### src/common/rcf_pkg.sv
/*
  Package of the reset and clock fail-safe controller: APB carriers, register offsets,
  field positions, reset values and cycle counts.
  Assumes a 20 MHz mclk and a zero-wait APB master with 8-bit byte addresses.
*/
package rcf_pkg;
  typedef struct packed {
    logic psel;
    logic penable;
    logic pwrite;
    logic [7:0] paddr;
    logic [31:0] pwdata;
  } rcf_apb_req_s;

  typedef struct packed {
    logic [31:0] prdata;
    logic pready;
    logic pslverr;
  } rcf_apb_rsp_s;

  typedef enum logic {SW_IDLE, SW_BUSY} rcf_switch_e;

  localparam logic [7:0] OFF_OSC = 8'h00;
  localparam logic [7:0] OFF_CAUSE = 8'h04;
  localparam logic [7:0] OFF_CTRL = 8'h08;
  localparam logic [7:0] OFF_IRQ_STAT = 8'h0c;
  localparam logic [7:0] OFF_IRQ_CLR = 8'h10;
  localparam logic [7:0] OFF_IRQ_EN = 8'h14;

  localparam int OSC_NXT_LSB = 0;
  localparam int OSC_CUR_LSB = 4;
  localparam int OSC_FAIL_BIT = 8;
  localparam int OSC_STUCK_BIT = 9;
  localparam int OSC_FAILSAFE_CLOCK_MONITOR_EN_BIT = 12;
  localparam int OSC_REQ_BIT = 16;
  localparam int CAUSE_WDT_BIT = 0;
  localparam int CAUSE_EXT_BIT = 1;
  localparam int CAUSE_SOFT_BIT = 2;
  localparam int CTRL_SWRST_BIT = 0;
  localparam int CTRL_DIV_LSB = 1;
  localparam int CTRL_WDT_EN_BIT = 3;
  localparam int CTRL_WDT_KICK_BIT = 4;
  localparam int IRQ_EXT_BIT = 0;
  localparam int IRQ_SOFT_BIT = 1;
  localparam int IRQ_WDT_BIT = 2;
  localparam int IRQ_FAILSAFE_CLOCK_MONITOR_BIT = 3;
  localparam int IRQ_SWFAIL_BIT = 4;
  localparam int IRQ_W = 5;

  localparam logic [2:0] SRC_FAST_RC = 3'h0;
  localparam logic [2:0] SRC_RST = 3'h0;
  localparam logic [1:0] DIV_ONE_TO_ONE = 2'h0;
  localparam logic [2:0] PIN_IDLE = 3'h1;

  localparam int unsigned MCLK_HZ = 20_000_000;
  localparam int unsigned EXT_MIN_CORE_SYSTEM_CLOCK = 2;
  localparam logic [3:0] EXT_VALID_CNT = 4'(EXT_MIN_CORE_SYSTEM_CLOCK + 1);
  localparam logic [3:0] RST_HOLD_CYC = 4'h4;
  localparam logic [3:0] SWITCH_CYC = 4'h8;
  localparam int unsigned WDT_NEAR_CYC = 16;
endpackage : rcf_pkg

### src/hdl/rcf_reset_clock_failsafe.sv
/*
  Reset generation, reset-cause flags, watchdog, fail-safe clock monitor and oscillator
  switch control, with an APB register slave and one level interrupt.
  Assumes external_reset_pin_n, ref_clk_31k and clk_fail_pin are asynchronous pins;
  osc_ready and core_clk_below_1mhz come from clock logic on mclk.
*/
// Implementation choices: the APB register port and the placing of the registers.
// Contract
// - External reset pulses of two cycles or fewer do not reset the device.
// - A reset longer than one 31 kHz period raises a monitor event when enabled.
// - Software reset is dropped when bus divider is 1:1 and clock below 1 MHz.
// - After clock failure any oscillator control write clears failsafe and starts a switch.
// - Pin or software reset near watchdog expiry also flags a watchdog timeout.
// - Watchdog, pin and software causes are separate flags; firmware checks watchdog alone.
// - After a monitor event one failed switch away from fast RC makes all retries fail.
`timescale 1ns/10ps
module rcf_reset_clock_failsafe #(
  parameter int unsigned WDT_TIMEOUT_CYC = 20000,
  parameter int unsigned WDT_W = 16
) (
  input wire logic mclk,
  input wire logic sys_rst,
  input wire rcf_pkg::rcf_apb_req_s apb_req,
  output rcf_pkg::rcf_apb_rsp_s apb_rsp,
  input wire logic external_reset_pin_n,
  input wire logic ref_clk_31k,
  input wire logic clk_fail_pin,
  input wire logic osc_ready,
  input wire logic core_clk_below_1mhz,
  output logic core_reset_out,
  output logic [2:0] clock_source_out,
  output logic irq
);
  logic [2:0] s1_ff, s2_ff, s3_ff, filt_ff, filt_d_ff;
  logic ext_asserted, ref_edge, fail_rise;
  logic [3:0] ext_cnt_ff, hold_cnt_ff, sw_cnt_ff;
  logic ext_valid_ff, core_rst_ff;
  logic [1:0] ref_edges_ff;
  logic [WDT_W-1:0] wdt_cnt_ff;
  logic [2:0] nxt_sel_ff, cur_src_ff, target_ff;
  logic failsafe_ff, failsafe_clock_monitor_en_ff, failsafe_clock_monitor_seen_ff, stuck_ff;
  logic [1:0] div_ff;
  logic wdt_en_ff;
  logic [2:0] cause_ff;
  localparam int IRQ_W_L = rcf_pkg::IRQ_W;
  logic [IRQ_W_L-1:0] irq_stat_ff, irq_en_ff;
  logic irq_ff;
  rcf_pkg::rcf_switch_e sw_state_ff;
  rcf_pkg::rcf_apb_rsp_s rsp_ff;
  localparam logic [WDT_W-1:0] WDT_LAST = WDT_W'(WDT_TIMEOUT_CYC - 1);
  localparam logic [WDT_W-1:0] WDT_NEAR = WDT_W'(WDT_TIMEOUT_CYC - rcf_pkg::WDT_NEAR_CYC);

  logic wr, setup, wr_osc, wr_cause, wr_ctrl, wr_iclr, wr_ien;
  logic ev_ext, ev_soft, ev_wdt, ev_long, ev_failsafe_clock_monitor, ev_swfail, sw_done, sw_ok, wdt_near, soft_req;
  logic [2:0] cause_keep;
  logic [IRQ_W_L-1:0] irq_ev;

  assign setup = apb_req.psel && !apb_req.penable;
  assign wr = apb_req.psel && apb_req.penable && apb_req.pwrite;
  assign wr_osc = wr && apb_req.paddr == rcf_pkg::OFF_OSC;
  assign wr_cause = wr && apb_req.paddr == rcf_pkg::OFF_CAUSE;
  assign wr_ctrl = wr && apb_req.paddr == rcf_pkg::OFF_CTRL;
  assign wr_iclr = wr && apb_req.paddr == rcf_pkg::OFF_IRQ_CLR;
  assign wr_ien = wr && apb_req.paddr == rcf_pkg::OFF_IRQ_EN;

  // Three-stage pin synchronisers; a level is taken only once stages two and three agree
  always_ff @(posedge mclk) begin
    if (sys_rst) begin
      s1_ff <= rcf_pkg::PIN_IDLE;
      s2_ff <= rcf_pkg::PIN_IDLE;
      s3_ff <= rcf_pkg::PIN_IDLE;
      filt_ff <= rcf_pkg::PIN_IDLE;
      filt_d_ff <= rcf_pkg::PIN_IDLE;
    end else begin
      s1_ff <= {clk_fail_pin, ref_clk_31k, external_reset_pin_n};
      s2_ff <= s1_ff;
      s3_ff <= s2_ff;
      filt_ff <= (s2_ff & s3_ff) | (filt_ff & (s2_ff ^ s3_ff));
      filt_d_ff <= filt_ff;
    end
  end
  assign ext_asserted = !filt_ff[0];
  assign ref_edge = filt_ff[1] && !filt_d_ff[1];
  assign fail_rise = filt_ff[2] && !filt_d_ff[2];

  // Pin reset counts as valid only after more than two clocks asserted
  always_ff @(posedge mclk) begin
    if (sys_rst) begin
      ext_cnt_ff <= 4'h0;
      ext_valid_ff <= 1'b0;
    end else if (!ext_asserted) begin
      ext_cnt_ff <= 4'h0;
      ext_valid_ff <= 1'b0;
    end else begin
      if (ext_cnt_ff != rcf_pkg::EXT_VALID_CNT) ext_cnt_ff <= ext_cnt_ff + 4'h1;
      if (ev_ext) ext_valid_ff <= 1'b1;
    end
  end
  assign ev_ext = ext_asserted && ext_cnt_ff == rcf_pkg::EXT_VALID_CNT - 4'h1;

  // A slow core clock with an undivided bus loses the software reset
  assign soft_req = wr_ctrl && apb_req.pwdata[rcf_pkg::CTRL_SWRST_BIT];
  assign ev_soft = soft_req &&
    !(div_ff == rcf_pkg::DIV_ONE_TO_ONE && core_clk_below_1mhz);

  assign wdt_near = wdt_en_ff && wdt_cnt_ff >= WDT_NEAR;
  assign ev_wdt = (wdt_en_ff && !core_rst_ff && wdt_cnt_ff == WDT_LAST) ||
    ((ev_ext || ev_soft) && wdt_near);

  // Internal resets are stretched; registers here survive them except the watchdog counter, which core reset zeroes; only sys_rst clears the rest
  always_ff @(posedge mclk) begin
    if (sys_rst) begin
      hold_cnt_ff <= 4'h0;
      core_rst_ff <= 1'b0;
    end else begin
      if (ev_soft || ev_wdt) hold_cnt_ff <= rcf_pkg::RST_HOLD_CYC;
      else if (hold_cnt_ff != 4'h0) hold_cnt_ff <= hold_cnt_ff - 4'h1;
      core_rst_ff <= ext_valid_ff || ev_ext || ev_soft || ev_wdt || hold_cnt_ff > 4'h1;
    end
  end

  always_ff @(posedge mclk) begin
    if (sys_rst) wdt_cnt_ff <= '0;
    else if (!wdt_en_ff || core_rst_ff || ev_wdt) wdt_cnt_ff <= '0;
    else if (wr_ctrl && apb_req.pwdata[rcf_pkg::CTRL_WDT_KICK_BIT]) wdt_cnt_ff <= '0;
    else wdt_cnt_ff <= wdt_cnt_ff + WDT_W'(1);
  end

  // Two reference edges inside one reset prove it outlasted a reference period
  always_ff @(posedge mclk) begin
    if (sys_rst || !core_rst_ff) ref_edges_ff <= 2'h0;
    else if (ref_edge && ref_edges_ff != 2'h2) ref_edges_ff <= ref_edges_ff + 2'h1;
  end
  assign ev_long = core_rst_ff && ref_edge && ref_edges_ff == 2'h1;
  assign ev_failsafe_clock_monitor = failsafe_clock_monitor_en_ff && (ev_long || fail_rise);

  // Oscillator control and switch sequencer
  assign sw_done = sw_state_ff == rcf_pkg::SW_BUSY && sw_cnt_ff == 4'h0;
  assign sw_ok = target_ff == rcf_pkg::SRC_FAST_RC || (osc_ready && !stuck_ff);
  assign ev_swfail = sw_done && !sw_ok && !ev_failsafe_clock_monitor;
  always_ff @(posedge mclk) begin
    if (sys_rst) begin
      sw_state_ff <= rcf_pkg::SW_IDLE;
      sw_cnt_ff <= 4'h0;
      target_ff <= rcf_pkg::SRC_RST;
      cur_src_ff <= rcf_pkg::SRC_RST;
      failsafe_ff <= 1'b0;
      failsafe_clock_monitor_seen_ff <= 1'b0;
      stuck_ff <= 1'b0;
    end else if (ev_failsafe_clock_monitor) begin
      sw_state_ff <= rcf_pkg::SW_IDLE;
      cur_src_ff <= rcf_pkg::SRC_FAST_RC;
      failsafe_ff <= 1'b1;
      failsafe_clock_monitor_seen_ff <= 1'b1;
    end else begin
      if (wr_osc && (failsafe_ff || apb_req.pwdata[rcf_pkg::OSC_REQ_BIT])) begin
        failsafe_ff <= 1'b0;
        sw_state_ff <= rcf_pkg::SW_BUSY;
        sw_cnt_ff <= rcf_pkg::SWITCH_CYC - 4'h1;
        target_ff <= apb_req.pwdata[rcf_pkg::OSC_NXT_LSB +: 3];
      end else if (sw_state_ff == rcf_pkg::SW_BUSY) begin
        if (sw_cnt_ff != 4'h0) sw_cnt_ff <= sw_cnt_ff - 4'h1;
        else sw_state_ff <= rcf_pkg::SW_IDLE;
      end
      if (sw_done && sw_ok) cur_src_ff <= target_ff;
      if (sw_done && !sw_ok) begin
        cur_src_ff <= rcf_pkg::SRC_FAST_RC;
        if (failsafe_clock_monitor_seen_ff) stuck_ff <= 1'b1;
      end
    end
  end

  always_ff @(posedge mclk) begin
    if (sys_rst) begin
      nxt_sel_ff <= rcf_pkg::SRC_RST;
      failsafe_clock_monitor_en_ff <= 1'b0;
      div_ff <= rcf_pkg::DIV_ONE_TO_ONE;
      wdt_en_ff <= 1'b0;
      irq_en_ff <= '0;
    end else begin
      if (wr_osc) begin
        nxt_sel_ff <= apb_req.pwdata[rcf_pkg::OSC_NXT_LSB +: 3];
        failsafe_clock_monitor_en_ff <= apb_req.pwdata[rcf_pkg::OSC_FAILSAFE_CLOCK_MONITOR_EN_BIT];
      end
      if (wr_ctrl) begin
        div_ff <= apb_req.pwdata[rcf_pkg::CTRL_DIV_LSB +: 2];
        wdt_en_ff <= apb_req.pwdata[rcf_pkg::CTRL_WDT_EN_BIT];
      end
      if (wr_ien) irq_en_ff <= apb_req.pwdata[IRQ_W_L-1:0];
    end
  end

  // Cause flags: write one to clear, a new cause in the same cycle wins
  assign cause_keep = cause_ff & ~(wr_cause ? apb_req.pwdata[2:0] : 3'h0);
  always_ff @(posedge mclk) begin
    if (sys_rst) cause_ff <= 3'h0;
    else begin
      cause_ff <= cause_keep;
      if (ev_wdt) cause_ff[rcf_pkg::CAUSE_WDT_BIT] <= 1'b1;
      if (ev_ext) cause_ff[rcf_pkg::CAUSE_EXT_BIT] <= 1'b1;
      if (ev_soft) cause_ff[rcf_pkg::CAUSE_SOFT_BIT] <= 1'b1;
    end
  end

  always_comb begin
    irq_ev = '0;
    irq_ev[rcf_pkg::IRQ_EXT_BIT] = ev_ext;
    irq_ev[rcf_pkg::IRQ_SOFT_BIT] = ev_soft;
    irq_ev[rcf_pkg::IRQ_WDT_BIT] = ev_wdt;
    irq_ev[rcf_pkg::IRQ_FAILSAFE_CLOCK_MONITOR_BIT] = ev_failsafe_clock_monitor;
    irq_ev[rcf_pkg::IRQ_SWFAIL_BIT] = ev_swfail;
  end
  always_ff @(posedge mclk) begin
    if (sys_rst) begin
      irq_stat_ff <= '0;
      irq_ff <= 1'b0;
    end else begin
      irq_stat_ff <= (irq_stat_ff & ~(wr_iclr ? apb_req.pwdata[IRQ_W_L-1:0] : '0)) | irq_ev;
      irq_ff <= |(irq_stat_ff & irq_en_ff);
    end
  end

  // Read data is captured in the setup cycle so the access phase needs no wait
  always_ff @(posedge mclk) begin
    if (sys_rst) rsp_ff <= '0;
    else if (setup) begin
      rsp_ff.prdata <= 32'h0;
      rsp_ff.pslverr <= 1'b0;
      unique case (apb_req.paddr)
        rcf_pkg::OFF_OSC: begin
          rsp_ff.prdata[rcf_pkg::OSC_NXT_LSB +: 3] <= nxt_sel_ff;
          rsp_ff.prdata[rcf_pkg::OSC_CUR_LSB +: 3] <= cur_src_ff;
          rsp_ff.prdata[rcf_pkg::OSC_FAIL_BIT] <= failsafe_ff;
          rsp_ff.prdata[rcf_pkg::OSC_STUCK_BIT] <= stuck_ff;
          rsp_ff.prdata[rcf_pkg::OSC_FAILSAFE_CLOCK_MONITOR_EN_BIT] <= failsafe_clock_monitor_en_ff;
        end
        rcf_pkg::OFF_CAUSE: rsp_ff.prdata[2:0] <= cause_ff;
        rcf_pkg::OFF_CTRL: begin
          rsp_ff.prdata[rcf_pkg::CTRL_DIV_LSB +: 2] <= div_ff;
          rsp_ff.prdata[rcf_pkg::CTRL_WDT_EN_BIT] <= wdt_en_ff;
        end
        rcf_pkg::OFF_IRQ_STAT: rsp_ff.prdata[IRQ_W_L-1:0] <= irq_stat_ff;
        rcf_pkg::OFF_IRQ_EN: rsp_ff.prdata[IRQ_W_L-1:0] <= irq_en_ff;
        rcf_pkg::OFF_IRQ_CLR: rsp_ff.prdata <= 32'h0;
        default: rsp_ff.pslverr <= 1'b1;
      endcase
    end
  end

  always_comb begin
    apb_rsp = rsp_ff;
    apb_rsp.pready = apb_req.psel && apb_req.penable;
    apb_rsp.pslverr = rsp_ff.pslverr && apb_req.psel && apb_req.penable;
  end
  assign core_reset_out = core_rst_ff;
  assign clock_source_out = cur_src_ff;
  assign irq = irq_ff;
endmodule : rcf_reset_clock_failsafe

### config.mk
export PLATFORM = sky130hd
export DESIGN_NAME = rcf_reset_clock_failsafe
export DESIGN_NICKNAME = d
export VERILOG_FILES = /design/src/common/rcf_pkg.sv /design/src/hdl/rcf_reset_clock_failsafe.sv
export SDC_FILE = /design/constraint.sdc
export NUM_CORES = 1
export LEC_CHECK = 0
export ABC_AREA = 1
export BUFFER_PORTS_ARGS = -buffer_cell sky130_fd_sc_hd__buf_4
export CAP_MARGIN = 15
export CORE_MARGIN = 1.5
export CORE_UTILIZATION = 50
export DETAILED_ROUTE_END_ITERATION = 10
export GPL_TIMING_DRIVEN = 0
export PLACE_DENSITY = 0.74
export SYNTH_ARGS = -nofsm -noshare
export SYNTH_HDL_FRONTEND = slang
export SYNTH_SLANG_ARGS = --single-unit
### constraint.sdc
create_clock -name mclk -period 1.6 [get_ports mclk]
set_input_delay 0 -clock mclk [delete_from_list [all_inputs] [get_ports mclk]]
set_output_delay 0 -clock mclk [all_outputs]
set_load 0.05 [all_outputs]
; Word-level counts from Yosys, hierarchy flattened
; Cells that the tools add are included.
[word_totals]
inputBits = 50
reg_bits = 89
output_inout_bits = 39
[classes]
n_eq_ne = 10
n_mux = 23
n_bitwise = 11
n_reduce_logical = 74
order_cmp = 2
n_addsub = 5
[ops]
columns = cell, count
row1 = $logic_and A1 B1 Y1, 31
row2 = $add A16 B1 Y16 const B, 1
row3 = $eq A16 B15 Y1 const B, 1
row4 = $eq A8 B4 Y1 const B, 2
row5 = $eq A8 B5 Y1 const B, 2
row6 = $ge A16 B15 Y1 const B, 1
row7 = $logic_or A1 B1 Y1, 13
row8 = $mux W4, 3
row9 = $and A5 B5 Y5, 2
row10 = $logic_not A1 Y1, 10
row11 = $mux W1, 10
row12 = $pmux W2 S5, 1
row13 = $and A3 B3 Y3, 3
row14 = $mux W3, 3
row15 = $eq A8 B3 Y1 const B, 1
row16 = $logic_not A8 Y1, 1
row17 = $reduce_bool A2 Y1, 4
row18 = $reduce_bool A4 Y1, 2
row19 = $sub A4 B1 Y4 const B, 2
row20 = $pmux W1 S3, 2
row21 = $reduce_and A3 Y1, 2
row22 = $reduce_or A2 Y1, 3
row23 = $reduce_or A3 Y1, 2
row24 = $reduce_or A6 Y1, 1
row25 = other kinds (21), 22

; Logic depth before layout (Yosys ltp)
[depth]
ltp_word = 10
mapped_depth = 12
mapped_depth_nobuf = 12

; Worst setup path after synthesis
; No wires, ideal clock.
[synth_path]
path_kind = register -> register
start = register core_rst_ff (netlist: core_reset_out)
end = register wdt_cnt_ff[10]
required_time_ns = 1.483
t_arrival_ns = 1.400
setup_time_ns = 0.117
stages_incl_launch_ff = 8
slack_ns = 0.083
n_path_buf = 1
path_cell_list = dfxtp_1 inv_1 nand2_1 nor4_1 nand3_1 nand3_4 buf_12 nor2_2
[synth_via]
elab_chain_cells = 6
word_cells_on_any_way = 7
classes_between = 7 x reduce/logical
[synth_rtl]
columns = element, line_no
row1 = from (decl), rcf_reset_clock_failsafe.sv:37  ; logic ext_valid_ff, core_rst_ff;
row2 = from (signal assigned), rcf_reset_clock_failsafe.sv:118  ; core_rst_ff <= ext_valid_ff || ev_ext || ev_soft || ev_wdt || hold_cnt_ff > 4'h1;
row3 = $logic_not A1 Y1, rcf_reset_clock_failsafe.sv:107  ; assign ev_wdt = (wdt_en_ff && !core_rst_ff && wdt_cnt_ff == WDT_LAST) ||
row4 = $logic_and A1 B1 Y1 (2 in series), rcf_reset_clock_failsafe.sv:107
row5 = $logic_or A1 B1 Y1, rcf_reset_clock_failsafe.sv:107
row6 = $logic_or A1 B1 Y1 (*), rcf_reset_clock_failsafe.sv:124  ; else if (!wdt_en_ff || core_rst_ff || ev_wdt) wdt_cnt_ff <= '0;
row7 = $reduce_or A3 Y1 (no source line) (*), -
row8 = to (signal assigned), rcf_reset_clock_failsafe.sv:126  ; else wdt_cnt_ff <= wdt_cnt_ff + WDT_W'(1);
row9 = to (decl), rcf_reset_clock_failsafe.sv:39  ; logic [WDT_W-1:0] wdt_cnt_ff;
; Every way passes the cells marked *; elsewhere a longest branch is shown, timed or not.
; A chain may end at the register's enable or synchronous reset.

; Final worst setup path
[layout_path]
start = register wdt_cnt_ff[13]
end = register wdt_cnt_ff[8]
[layout_via]
elab_chain_cells = 6
word_cells_on_any_way = 8
classes_between = 1 x order compare / 1 x eq/ne / 6 x reduce/logical
[layout_rtl]
columns = element, line_no
row1 = $ge A16 B15 Y1, rcf_reset_clock_failsafe.sv:106  ; assign wdt_near = wdt_en_ff && wdt_cnt_ff >= WDT_NEAR;
row2 = $logic_and A1 B1 Y1, rcf_reset_clock_failsafe.sv:106
row3 = $logic_and A1 B1 Y1, rcf_reset_clock_failsafe.sv:108  ; ((ev_ext || ev_soft) && wdt_near);
row4 = $logic_or A1 B1 Y1 (*), rcf_reset_clock_failsafe.sv:107
row5 = $logic_or A1 B1 Y1 (*), rcf_reset_clock_failsafe.sv:124
row6 = $reduce_or A3 Y1 (no source line) (*), -
; Marked as above.

==> metrics.txt <==
initial antenna violation count 0; Worst-Margin Slew 0.636 ns; syn avg cell area 7.57 um^2; largest net degree at the start of global routing 16; IO Port Bufs 40; Simple-Gate Fraction of Synth Area 0.265; post-synthesis mux area share 0.00237; Worst Setup End Kind flip-flop; Final Util 0.631; Max-Cap Viols 0; Critical R2R Launch wdt_cnt_ff[13]$_SDFF_PP0_; Synth Area in Compound Gates 0.103; core area 0.00818 mm^2; critical-path cell list inv_1 > nand2_1 > a21oi_1 > nand3_1 > nand3_4 > nand3_4 > clkbuf_16 > nor2_2; Critical Path RT 1.90 ns; area grow syn2layout 22.3%; worst hold path class input port to flip-flop; vias in the first global route 3293; WL final 8.80 mm; first-pass GRT wire length 14.2 mm; gpl congestion 0.900; largest family of logic cells by synthesized area simple AND/OR/NAND/NOR gates; via count 3644; CP max stage cell dfxtp_1; clk root buf clkbuf_8; HPWL after DPL 6.42 mm; FF-to-FF End wdt_cnt_ff[8]$_SDFF_PP0_; worst hold stages 4; power per cell area 914 mW/mm^2; Worst R2R Setup Slack 0.11 ns; max-slew violation count 0; most used cell, CP nand3_4; layout net count 706; period utilisation layout 0.934; Worst-path clk slew 0.09 ns; First-pass DRT Iterations 4; Layout Skew 0.0107 ns; # diodes 0; Die W 94.8 um; Hold Violations, Final 0; setup violators final 0; GRT overflow 0; initial detailed-routing violation count 155; most frequent cells in the layout nand2_1, dfxtp_1, buf_4; number of library cell types mapped by synthesis 33; Via-to-Cell Ratio 4.84; IO Pins 89; DRT antenna net count 0; Clk Latency, worst-skew pair 0.36 ns; WL per Instance 11.7 um; CTS Buf Count 9; CTS tree built; area post-placement 0.00473 mm^2; most common cell after layout, fill and taps aside nand2_1; Post-Syn Area 0.00422 mm^2; Final min period 1.49 ns; Yosys warning count 0; Seq/Total Area, Yosys 0.418; kind of critical path flip-flop to flip-flop; Pwr Total 0.00471 W; Synth Area in Adders 0.0386; Hold Path Origin core_clk_below_1mhz; layout cells sized above 1 0.233; worst r2r path cells 8; CP Max Fanout 7; clk sink count 88; Slew HR 0.574; die area 0.00899 mm^2; CP max stage delay 0.31 ns; Synth Instances 557; critical path launch point type flip-flop; cell area after layout 0.00516 mm^2; VDD IR-drop max 0.537 mV; area share of xor/xnor cells in the synthesized design 0.0395; die height 94.8 um; drt drc 0; fmax 669 MHz; Hold Path Sink cause_ff[2]$_SDFF_PP0_; CTS max path bufs 2; Yosys reg bits 88; Crit path arrival time 1.79 ns; status finished clean; LEAKAGE 2.22 nW; # H-tree levels 3; Total GRT Usage 0.203; row cnt 33; initial core utilization 0.516; RSZ-0062 raised after global routing yes
==> final cells by class <==
type	count	area [um^2]
Tap cell	105	131
Inverter	67	251
Clock inverter	5	62.6
Sequential cell	88	1770
Multi-Input combinational cell	379	2040
Fill cell	698	3020
Buffer	44	308
Timing Repair Buffer	54	445
Clock buffer	11	151
==> report_power, final <==
| part | total [W] | switching [W] | internal [W] |
|---|---|---|---|
| Clock | 0.00162 | 0.000801 | 0.000814 |
| Combinational | 0.000795 | 0.000501 | 0.000294 |
| Sequential | 0.00230 | 0.0000461 | 0.00226 |
| Total | 0.00471 | 0.00135 | 0.00337 |
==> cells in the mapped netlist <==
master    number  area share
buf_12         1      0.0047
clkbuf_1       6      0.0053
xor2_1        15       0.031
buf_4         32       0.057
ha_1          13       0.039
dfxtp_1       88        0.42
or2_2          5      0.0074
nand4_1        8       0.012
inv_2          4      0.0036
nand3_4        2      0.0083
nand2_2        2      0.0030
nand3_1       36       0.043
nand3_2        3      0.0071
xnor2_1        4      0.0083
nor3_2         1      0.0024
a22o_1         1      0.0021
inv_1         63       0.056
buf_2          5      0.0059
nand2_1       89       0.079
a31oi_1        1      0.0015
nor4_1         2      0.0030
nor2_2        17       0.025
mux2i_1        1      0.0024
a221oi_1       1      0.0021
nor3_1         4      0.0047
conb_1         1     0.00089
or2_1          1      0.0015
nand3b_1       4      0.0071
nor2_4         2      0.0053
a21oi_1       49       0.058
o21ai_0       32       0.038
o21ai_1        1      0.0012
nor2_1        63       0.056
==> worst max path at each step <==
| stage | startpoint | end | slack [ns] | cells after the start |
|---|---|---|---|---|
| detailed placement | wdt_cnt_ff[0]$_SDFF_PP0_ | wdt_cnt_ff[3]$_SDFF_PP0_ | -0.08 | 7 |
| finish | wdt_cnt_ff[13]$_SDFF_PP0_ | wdt_cnt_ff[8]$_SDFF_PP0_ | 0.11 | 8 |
| CTS | ext_cnt_ff[0]$_SDFFE_PP0P_ | core_reset_out$_SDFF_PP0_ | 0.01 | 11 |
| floorplan | core_reset_out$_SDFF_PP0_ | wdt_cnt_ff[10]$_SDFF_PP0_ | 0.08 | 7 |
| global placement | wdt_cnt_ff[0]$_SDFF_PP0_ | wdt_cnt_ff[10]$_SDFF_PP0_ | -0.06 | 7 |
| global route | wdt_cnt_ff[13]$_SDFF_PP0_ | wdt_cnt_ff[0]$_SDFF_PP0_ | -0.05 | 8 |
==> layer usage <==
layer / global-route usage / share of wire
met4: 0.0771 / 0.013
met5: 0 / 0
met1: 0.237 / 0.43
met3: 0.0620 / 0.053
met2: 0.346 / 0.51
==> kinds of logic (layout without fill, tap and decap cells) <==
kind of cell    count (synthesis)  count (layout)
other cells                     1              22
compound gates                 85              85
buf+inv                       111             181
fa+ha+maj                      13              13
simple gates                  239             239
xor+xnor                       19              19
mux                             1               1
flops                          88              88
==> per-stage QoR <==
stage                     hold slack [ns]  std cells  setup slack (ns)  TNS, ns
final                              0.0299        753             0.106        0
after global routing               0.0318        753           -0.0462   -0.169
after CTS                         0.00734        748            0.0136        0
after detailed placement            0.189        723           -0.0841   -0.809
after global placement              0.186        723           -0.0611   -0.572
after floorplan                     0.104        578            0.0830        0
==> worst max-delay path: cells and delay by family, from the launching register on <==
family	cells	cell delay (ns)
and+or+nand+nor	5	0.66
DFF	1	0.31
buffers and inverters	2	0.29
AOI/OAI and AO/OA	1	0.17
==> state kept, by name, summed over array words and instances (netlist names), 2 cells and up <==
| signal | cells |
|---|---|
| wdt_cnt_ff | 16 |
| apb_rsp | 10 |
| irq_en_ff | 5 |
| irq_stat_ff | 5 |
| ext_cnt_ff | 4 |
| hold_cnt_ff | 4 |
| sw_cnt_ff | 4 |
| cause_ff | 3 |
| clock_source_out | 3 |
| filt_ff | 3 |
| nxt_sel_ff | 3 |
| s1_ff | 3 |
| s2_ff | 3 |
| s3_ff | 3 |
| target_ff | 3 |
| div_ff | 2 |
| filt_d_ff | 2 |
| ref_edges_ff | 2 |
==> timing repair <==
action,4_1_cts,5_1_grt
resized for setup,2,20
setup buffers,0,4
gates cloned,0,1
endpoints found under the setup margin,10,25
hold endpoints to repair,21,0
pin swaps,0,6
hold buffers,9,0
(Power assumes the default switching activity.)
